### config.mk
export PLATFORM = sky130hd
export DESIGN_NAME = cold_fault_response_ctrl
export DESIGN_NICKNAME = d
export VERILOG_FILES = /design/src/design/cold_fault_pkg.sv /design/src/design/cold_fault_response_ctrl.sv
export SDC_FILE = /design/constraint.sdc
export NUM_CORES = 1
export LEC_CHECK = 0
export ABC_AREA = 1
export BUFFER_PORTS_ARGS = -buffer_cell sky130_fd_sc_hd__buf_2
export CAP_MARGIN = 10
export CORE_ASPECT_RATIO = 0.6
export CORE_MARGIN = 4
export CORE_UTILIZATION = 41
export DETAILED_ROUTE_END_ITERATION = 8
export PLACE_DENSITY = 0.63
export SLEW_MARGIN = 5
export SYNTH_ARGS = -nofsm -noshare
export SYNTH_HDL_FRONTEND = slang
export SYNTH_SLANG_ARGS = --single-unit
### constraint.sdc
create_clock -name sys_clk -period 3.8 [get_ports sys_clk]
set_input_delay 0.38 -clock sys_clk [delete_from_list [all_inputs] [get_ports sys_clk]]
set_output_delay 0.38 -clock sys_clk [all_outputs]
set_load 0.02 [all_outputs]
### src/design/cold_fault_pkg.sv
package cold_fault_pkg;
	// command codes of the registers
	localparam logic [7:0] CODE_THRESHOLD = 8'h53;
	localparam logic [7:0] CODE_ACTION = 8'h54;
	localparam logic [7:0] CODE_UNIT = 8'hD2;
	// field positions of the action register
	localparam int ACT_HI = 7;
	localparam int ACT_LO = 6;
	localparam int RETRY_HI = 5;
	localparam int RETRY_LO = 3;
	localparam int DLY_HI = 2;
	localparam int DLY_LO = 0;
	// action codes
	localparam logic [1:0] ACT_IGNORE = 2'h0;
	localparam logic [1:0] ACT_RUN_ON = 2'h1;
	localparam logic [1:0] ACT_RETRY = 2'h2;
	localparam logic [1:0] ACT_LATCH = 2'h3;
	localparam logic [2:0] RETRY_NONE = 3'h0;
	localparam logic [2:0] RETRY_FOREVER = 3'h7;
	// reset values
	localparam logic [7:0] ACTION_RST = 8'h00;
	localparam logic [15:0] THRESHOLD_RST = 16'h0000;
	// one delay unit, in ns, and its length in sys_clk cycles
	localparam int CLK_PERIOD_NS = 20;
	localparam int DELAY_UNIT_NS = 1000;
	localparam int DELAY_UNIT_CYC = (DELAY_UNIT_NS + CLK_PERIOD_NS - 1)
		/ CLK_PERIOD_NS;
	localparam logic [15:0] UNIT_RST = 16'(DELAY_UNIT_CYC);
	localparam int TIMER_W = 24;

	typedef enum logic [3:0] {
		ST_NORMAL = 4'b0001,
		ST_GRACE = 4'b0010,
		ST_HOLDOFF = 4'b0100,
		ST_LATCHED = 4'b1000
	} resp_state_e;

	typedef struct packed {
		logic [7:0] code;
		logic [15:0] data;
		logic wr;
		logic rd;
	} cmd_s;
endpackage : cold_fault_pkg

### src/design/cold_fault_response_ctrl.sv
`timescale 1ns/1ps
`default_nettype none
module cold_fault_response_ctrl (
	input wire logic sys_clk,
	input wire logic rst_n,
	input wire cold_fault_pkg::cmd_s cmd,
	output logic [15:0] rd_data,
	input wire logic [15:0] temp_meas,
	input wire logic ctrl_pin,
	input wire logic op_on,
	input wire logic status_clr,
	input wire logic clear_faults,
	input wire logic other_fault,
	output logic out_en,
	output logic cold_fault,
	output logic fault_latched,
	output logic retry_attempt
);
	import cold_fault_pkg::*;

	// linear to fixed point: exponent -16..15 mapped to shift 0..31
	function automatic logic signed [41:0] lin_fixed(input logic [15:0] v);
		logic signed [41:0] m;
		logic [4:0] sh;
		m = 42'(signed'(v[10:0]));
		sh = v[15:11] ^ 5'h10;
		return m <<< sh;
	endfunction : lin_fixed

	////////////////////////////////////////////////////////////////////
	// registers
	logic [7:0] action_r, action_nxt;
	logic [15:0] thresh_r, thresh_nxt;
	logic [15:0] unit_r, unit_nxt;
	logic [15:0] rd_r, rd_nxt;

	always_comb begin
		action_nxt = action_r;
		thresh_nxt = thresh_r;
		unit_nxt = unit_r;
		rd_nxt = rd_r;
		if (cmd.wr && cmd.code == CODE_ACTION) begin
			action_nxt = cmd.data[7:0];
		end else if (cmd.wr && cmd.code == CODE_THRESHOLD) begin
			thresh_nxt = cmd.data;
		end else if (cmd.wr && cmd.code == CODE_UNIT) begin
			unit_nxt = cmd.data;
		end
		if (cmd.rd) begin
			if (cmd.code == CODE_ACTION) begin
				rd_nxt = {8'h00, action_r};
			end else if (cmd.code == CODE_THRESHOLD) begin
				rd_nxt = thresh_r;
			end else if (cmd.code == CODE_UNIT) begin
				rd_nxt = unit_r;
			end else begin
				rd_nxt = 16'h0000;
			end
		end
	end

	always_ff @(posedge sys_clk or negedge rst_n) begin
		if (!rst_n) begin
			action_r <= ACTION_RST;
			thresh_r <= THRESHOLD_RST;
			unit_r <= UNIT_RST;
			rd_r <= 16'h0000;
		end else begin
			action_r <= action_nxt;
			thresh_r <= thresh_nxt;
			unit_r <= unit_nxt;
			rd_r <= rd_nxt;
		end
	end
	assign rd_data = rd_r;

	////////////////////////////////////////////////////////////////////
	// on/off command; pin synchronised, first stage read only by second
	logic ctrl_s1_r, ctrl_s2_r, on_q_r;
	logic on_now;
	assign on_now = ctrl_s2_r & op_on;

	always_ff @(posedge sys_clk or negedge rst_n) begin
		if (!rst_n) begin
			ctrl_s1_r <= 1'b0;
			ctrl_s2_r <= 1'b0;
			on_q_r <= 1'b0;
		end else begin
			ctrl_s1_r <= ctrl_pin;
			ctrl_s2_r <= ctrl_s1_r;
			on_q_r <= on_now;
		end
	end

	////////////////////////////////////////////////////////////////////
	// response state machine
	logic [1:0] act;
	logic [2:0] retries, dly;
	logic cold, hit, expire, on_rise;
	logic [15:0] unit_eff;
	logic [TIMER_W-1:0] load;
	resp_state_e state_r, state_nxt;
	logic [TIMER_W-1:0] timer_r, timer_nxt;
	logic [2:0] cnt_r, cnt_nxt;
	logic attempt_nxt, attempt_r;

	assign act = action_r[ACT_HI:ACT_LO];
	assign retries = action_r[RETRY_HI:RETRY_LO];
	assign dly = action_r[DLY_HI:DLY_LO];
	assign cold = lin_fixed(temp_meas) < lin_fixed(thresh_r);
	assign hit = cold & on_q_r;
	// zero unit length would stall the timer, so it counts as one cycle
	assign unit_eff = (unit_r == 16'h0000) ? 16'h0001 : unit_r;
	// one load value for run-on time and spacing
	assign load = TIMER_W'({8'h00, unit_eff} << dly);
	assign expire = (timer_r == TIMER_W'(1));
	assign on_rise = on_q_r & ~on_now ? 1'b0 : (on_now & ~on_q_r);

	always_comb begin
		state_nxt = state_r;
		timer_nxt = (timer_r > TIMER_W'(1)) ? timer_r - TIMER_W'(1) : timer_r;
		cnt_nxt = cnt_r;
		attempt_nxt = 1'b0;
		case (state_r)
			ST_NORMAL: begin
				cnt_nxt = 3'h0;
				if (hit) begin
					if (act == ACT_IGNORE) begin
						state_nxt = ST_NORMAL;
					end else if (act == ACT_RUN_ON) begin
						state_nxt = ST_GRACE;
						timer_nxt = load;
					end else if (act == ACT_RETRY) begin
						state_nxt = (retries == RETRY_NONE) ? ST_LATCHED
							: ST_HOLDOFF;
						timer_nxt = load;
					end else begin
						state_nxt = ST_LATCHED;
					end
				end
			end
			ST_GRACE: begin
				if (!cold) begin
					state_nxt = ST_NORMAL;
				end else if (expire) begin
					state_nxt = (retries == RETRY_NONE) ? ST_LATCHED
						: ST_HOLDOFF;
					timer_nxt = load;
				end
			end
			ST_HOLDOFF: begin
				if (expire) begin
					attempt_nxt = 1'b1;
					cnt_nxt = cnt_r + 3'h1;
					timer_nxt = load;
					if (!cold) begin
						state_nxt = ST_NORMAL;
					end else if (retries != RETRY_FOREVER &&
						cnt_r + 3'h1 >= retries) begin
						state_nxt = ST_LATCHED;
					end
				end
			end
			ST_LATCHED: begin
				if (status_clr || clear_faults) begin
					state_nxt = ST_NORMAL;
				end
			end
			default: begin
				state_nxt = ST_NORMAL;
			end
		endcase
		// off then on restarts; off or another fault also ends retrying
		if (!on_q_r || other_fault || on_rise) begin
			state_nxt = ST_NORMAL;
			cnt_nxt = 3'h0;
			attempt_nxt = 1'b0;
		end
	end

	always_ff @(posedge sys_clk or negedge rst_n) begin
		if (!rst_n) begin
			state_r <= ST_NORMAL;
			timer_r <= '0;
			cnt_r <= 3'h0;
			attempt_r <= 1'b0;
		end else begin
			state_r <= state_nxt;
			timer_r <= timer_nxt;
			cnt_r <= cnt_nxt;
			attempt_r <= attempt_nxt;
		end
	end

	assign out_en = on_q_r & (state_r == ST_NORMAL || state_r == ST_GRACE);
	assign cold_fault = hit;
	assign fault_latched = (state_r == ST_LATCHED);
	assign retry_attempt = attempt_r;
endmodule : cold_fault_response_ctrl
`default_nettype wire

==> flow_summary.toml, run 1 <==
[outcome]
status = "finished, violations left"
failed_checks = "setup timing"

[sta]
final-setup-viol-count = 1
hold_viol = 0
grt_setup_unrepaired = "true"
tightest_slew_ns = 0.990
fin_crit_ns = 3.85
period_share_pct = 101
clock-skew-final_ns = 0.00842
drv_slew = 0
maxSlewHeadroom_pct = 34.0
setup_ws_ns = -0.0521
fin_setup_tns_ns = -0.0521
whs_ns = 0.126
fmax_mhz = 260

[logic_synthesis]
synth_most_common_cell = "nand2_1"
yosysSeqAreaShare_pct = 27.2
ys_types = 47
ys_warn_count = 0
synth_ff_type = "dfrtp_1"
syn_avg_cell_area_sq_um = 6.31
yosysTopAreaCellShare_pct = 25.9
yosysTopAreaCell = "dfrtp_1"
async_flop_share_pct = 100
synthTopCellsByCount = "nand2_1, o21ai_0, inv_1"
synthesis.instances = 1331
ys_seq_elements = 91
syn-num-nets = 1427
synth_edf_count = 0
synth_area_leaders = "dfrtp_1, nand2_1, o21ai_0"
synth_area_sq_um = 8400

[critical_path]
crit_path_end_kind = "primary output"
required_ns = 3.42
rrSetupSlack_ns = 0.08
crit_type = "reg -> out"
slowest_stage = "dfrtp_2"
max_stage_delay_ns = 0.48
worst_r2r_endpoint = "timer_r[2]"
critical_path_arrival_ns = 3.47
critPathMaxFanout = 7
cp_common_cell = "nand2_2"
r2r_start = "thresh_r[11]"
worstPathCellList = "buf_6, nand2_2, o21ai_2, buf_4, mux2i_2, mux2i_1, o21ai_1, nand2_1, o21ai_1, ha_1, nand2_2, o21ai_0, a21oi_2, nand2_2, a21oi_4, nand2_2, nand2_4, nand3_4, inv_4, buf_6"
start_kind = "flop"
rr_worst_depth = 25

[floorplanning]
rows = 40
ios = 69
core_area_sq_um = 20100
start_util_pct = 41.9
die_width_um = 193
die_h_um = 119
die-area_sq_um = 22900

[pwr]
p_clk_share_pct = 21.4
netSwitchingFraction_pct = 44.8
p_leak_nw = 5.04
intPower_mw = 2.25
power_mw = 4.07
power_frac_seq_pct = 31.3
p_sw_mw = 1.83
p_comb_share_pct = 47.3
pwr_density_cell_nw_per_um2 = 400
ir_drop_v = 0.000226

[worst_hold_path]
hold_depth = 1
hp-start = "ctrl_pin"
hold_path.class = "in -> reg"
worst_hold_path.endpoint = "ctrl_s1_r"

[clock_network]
clockBufferDepth = 2
clkTransAtPathRegs_ns = 0.07
htreeDepth = 3
clock_sinks = 91
holdBufCountCts = 0
cts_root_buf = "clkbuf_16"
cts_buffers = 9
cts_tree = "built"
clk_latency_ns = 0.36

[final_layout]
utilization_pct = 50.8
n_antenna_cell = 0
fin_nets = 1534
fin_cells = 1716
final_area_sq_um = 10200
drive_above_1_share_pct = 20.8
fillCellCount = 2043
area.growth.synth_to_final_pct = 21.2

[global_route]
grt_max_degree = 77
grt_use_total_pct = 24.9
grt_remaining_overflow = 0
grt_pass1_wl_mm = 45.0
first_global_vias = 8052
antenna_found_initial = 0

[job]
drv_cap = 0

[route]
drt-pass1-iter-count = 5
drt_iter0_drc = 1227
viasPerCell = 5.48
route.detailed.drc = 0
wirelength_mm = 29.0
routedWlPerCell_um = 16.9
vias = 9407
ant_nets = 0

[placed_design]
place_area_sq_um = 9390
place_inst = 1685
port_buffers = 68
pre_cts_slack_ns = -0.154
routabilityCongestion = 0.977
hpwl_mm = 23.1
per-layer routing:
layer,vias to the layer above,GRT usage (%),share of wire [%],routed length [um]
met5,-,0,0,0
met4,0,3.21,0.52,151
met3,14,7.73,14,4030
met2,464,27.2,33,9670
met1,4329,44.7,52,15100
li1,4600,-,-,-
area by class of cell:
cell class | count | area [sq um] | area share [%]
Tap cell | 273 | 342 | 3.35
Clock buffer | 10 | 229 | 2.25
Inverter | 139 | 531 | 5.21
Timing Repair Buffer | 152 | 1050 | 10.3
Sequential cell | 91 | 2290 | 22.4
Timing Repair inverter | 1 | 7.51 | 0.0737
Clock inverter | 6 | 48.8 | 0.479
Multi-Input combinational cell | 1044 | 5690 | 55.9
cell families after synthesis:
logic type                 share of synthesized area (%)
adders and majority gates                           7.00
DFF                                                 27.2
and+or+nand+nor                                     33.2
xor gates and xnor gates                            1.55
buffers and inverters                               9.41
AOI/OAI and AO/OA                                   18.7
muxes                                               2.98
power by group through the flow:
stage	logic (mW)	registers (mW)	clock network, mW
floorplan	1.24	1.23	0
finish	1.93	1.27	0.870
global route	2.16	1.29	0.922
global placement	1.71	1.29	0
detailed placement	1.73	1.29	0
CTS	1.78	1.27	0.879
critical path, delay by kind of cell, from the launching register on:
| kind | cells | cell delay (ns) |
|---|---|---|
| fa+ha+maj | 1 | 0.25 |
| mux | 2 | 0.32 |
| simple gates | 7 | 0.62 |
| flops | 1 | 0.48 |
| compound gates | 6 | 0.93 |
| buf+inv | 4 | 0.50 |
state kept, by name, summed over array words and instances, names as in the netlist:
register,count
cnt_r,3
rd_data,16
unit_r,16
thresh_r,16
action_r,8
timer_r,24
on_q_r,1
retry_attempt,1
ctrl_s1_r,1
ctrl_s2_r,1
state_r,4
cells in the final DEF (no fill, tap or decap), types with 29 or more instances in the layout:
| cell type | n |
|---|---|
| nand2_1 | 396 |
| o21ai_0 | 165 |
| inv_1 | 125 |
| nor2_1 | 99 |
| dfrtp_1 | 84 |
| buf_4 | 72 |
| buf_2 | 67 |
| nand3_1 | 63 |
| a21oi_1 | 46 |
| ha_1 | 44 |
| o21ai_1 | 29 |
timing repair:
action / CTS / global route
gates resized for setup: 64 / 98
setup buffers: 6 / 8
setup endpoints to repair: 29 / 29
cloned: 0 / 2
pin swaps: 15 / 37
how the worst max path moves through the flow:
| stage | to | slack, ns | depth (start not counted) | start |
|---|---|---|---|---|
| after global routing | cold_fault | -0.23 | 20 | thresh_r[11] |
| after detailed placement | timer_r[11] | -0.15 | 24 | thresh_r[11] |
| after global placement | timer_r[21] | -0.13 | 24 | thresh_r[11] |
| after CTS | cold_fault | 0.00005 | 22 | thresh_r[11] |
| after floorplan | timer_r[11] | 0.37 | 30 | thresh_r[11] |
| final | cold_fault | -0.05 | 20 | thresh_r[11] |
No activity file was read; power rests on OpenSTA's default activity.
==> run 2, diff against run 1 <==
Settings changed: CORE_UTILIZATION 41 to 60, PLACE_DENSITY 0.63 to 0.85.
==> flow_summary.toml, run 2 (synthesized netlist as in run 1, its figures left out) <==
[global_route]
grt_pass1_wl_mm = 42.7
grt_remaining_overflow = 0
grt_max_degree = 67
grt_use_total_pct = 33.2
antenna_found_initial = 1
first_global_vias = 8190

[placed_design]
pre_cts_slack_ns = -0.0338
routabilityCongestion = 1.07
place_area_sq_um = 9020
port_buffers = 68
hpwl_mm = 20.9

[critical_path]
crit_type = "reg -> out"
critical_path_arrival_ns = 3.61
r2r_start = "thresh_r[11]"
cp-startpoint = "thresh_r[11]"
start_kind = "flop"
required_ns = 3.42
crit_path_end_kind = "primary output"
critPathMaxFanout = 8

[clock_network]
cts_buffers = 9
holdBufCountCts = 0
clk_latency_ns = 0.37
clkTransAtPathRegs_ns = 0.07
clockBufferDepth = 2
cts_tree = "built"
cts_root_buf = "clkbuf_16"
clock_sinks = 91
htreeDepth = 3

[sta]
final-setup-viol-count = 19
maxSlewHeadroom_pct = 37.9
setup_ws_ns = -0.189
tightest_slew_ns = 0.930
period_share_pct = 105
drv_slew = 0
hold_viol = 0
grt_setup_unrepaired = "true"
clock-skew-final_ns = 0.0210
fin_crit_ns = 3.99
fmax_mhz = 251

[final_layout]
n_antenna_cell = 0
area.growth.synth_to_final_pct = 18.7
fillCellCount = 1079
fin_nets = 1502
final_common_cell = "nand2_1"
largest_reg_flops = 24
regMostFlops = "timer_r"
layout_common_cells = "nand2_1, o21ai_0, inv_1"
multi_input_area_sq_um = 5830
seq_area_sq_um = 2280
final_area_sq_um = 9980
drive_above_1_share_pct = 19.8

[worst_hold_path]
hold_path.class = "in -> async"

[pwr]
pwr_density_cell_nw_per_um2 = 412
p_leak_nw = 4.92
ir_drop_v = 0.000288

[route]
drt_iter0_drc = 1794
viasPerCell = 6.03
drt-pass1-iter-count = 8
wirelength_mm = 28.9
route.detailed.drc = 0
vias = 9669
routedWlPerCell_um = 18.0
ant_nets = 0

[floorplanning]
die_width_um = 161
die_h_um = 99.7
rows = 33
start_util_pct = 61.5
core_area_sq_um = 13700
ios = 69
die-area_sq_um = 16000

[outcome]
status = "finished, violations left"
failed_checks = "setup timing"

[job]
drv_cap = 0
-- run 2: layout make-up --
class	instances	share of cell area, %
multi-input combinational	1044	58.4
sequential	91	22.9
timing repair buffer	121	7.89
inverter	139	5.38
tap	192	2.41
clock buffer	9	2.26
clock inverter	7	0.777
-- run 2: what timing repair did --
item	CTS	global route
setup buffers	8	7
cloned	1	0
hold endpoints to repair	0	0
pin swaps	14	38
resized for setup	52	119
endpoints found under the setup margin	29	29
-- run 2: path summary, 6_finish.rpt --
check	endpoint	slack (ns)	cells past startpoint
setup / recovery	cold_fault	-0.19	20
hold / removal	timer_r[9]	0.12	1
setup reg to reg	timer_r[15]	-0.04	24
hold reg to reg	ctrl_s2_r	0.36	0
max in group asynchronous	state_r[0]	2.78	2
min in group sys_clk	ctrl_s1_r	0.12	1
-- run 2: critical path, stage by stage (launching register included) --
cell and delay, ns:
dfrtp_2 0.49, buf_6 0.16, nand2_1 0.15, o21ai_4 0.10, mux2i_2 0.23, nand2_1 0.13
o21ai_2 0.14, o21ai_2 0.11, a21oi_2 0.23, ha_1 0.28, nand2_2 0.11, o21bai_1 0.12
a21oi_1 0.08, nor2_1 0.17, nand2_1 0.11, a21oi_4 0.19, nand2_4 0.07, nand2_4 0.09
nand3_4 0.09, inv_6 0.08, buf_6 0.11
-- run 2: routing by layer --
metal | share of wire [%] | vias to the layer above | wire length (um) | GRT usage (%)
met1 | 44 | 4363 | 12600 | 52.3
met5 | 0.024 | - | 7 | 0
met4 | 1.6 | 2 | 460 | 4.39
li1 | - | 4529 | - | -
met2 | 39 | 708 | 11300 | 43.6
met3 | 16 | 67 | 4530 | 11.9
-- run 2: where the power goes --
group,leakage (nW),switching [mW],internal (mW)
Clock,0.144,0.462,0.468
Combinational,3.56,1.24,0.659
Sequential,1.22,0.173,1.11
Total,4.92,1.88,2.24
-- run 2: stage by stage --
stage	std cells	hold slack (ns)	total power [mW]	util, %	setup TNS, ns
floorplan	1331	0.0844	2.47	-	0
global placement	1571	0.334	2.91	66.0	0
detailed placement	1571	0.344	2.93	66.0	-0.240
CTS	1596	0.117	3.90	69.5	0
global route	1603	0.120	4.38	73.0	-2.89
finish	1603	0.119	4.12	73.0	-0.670
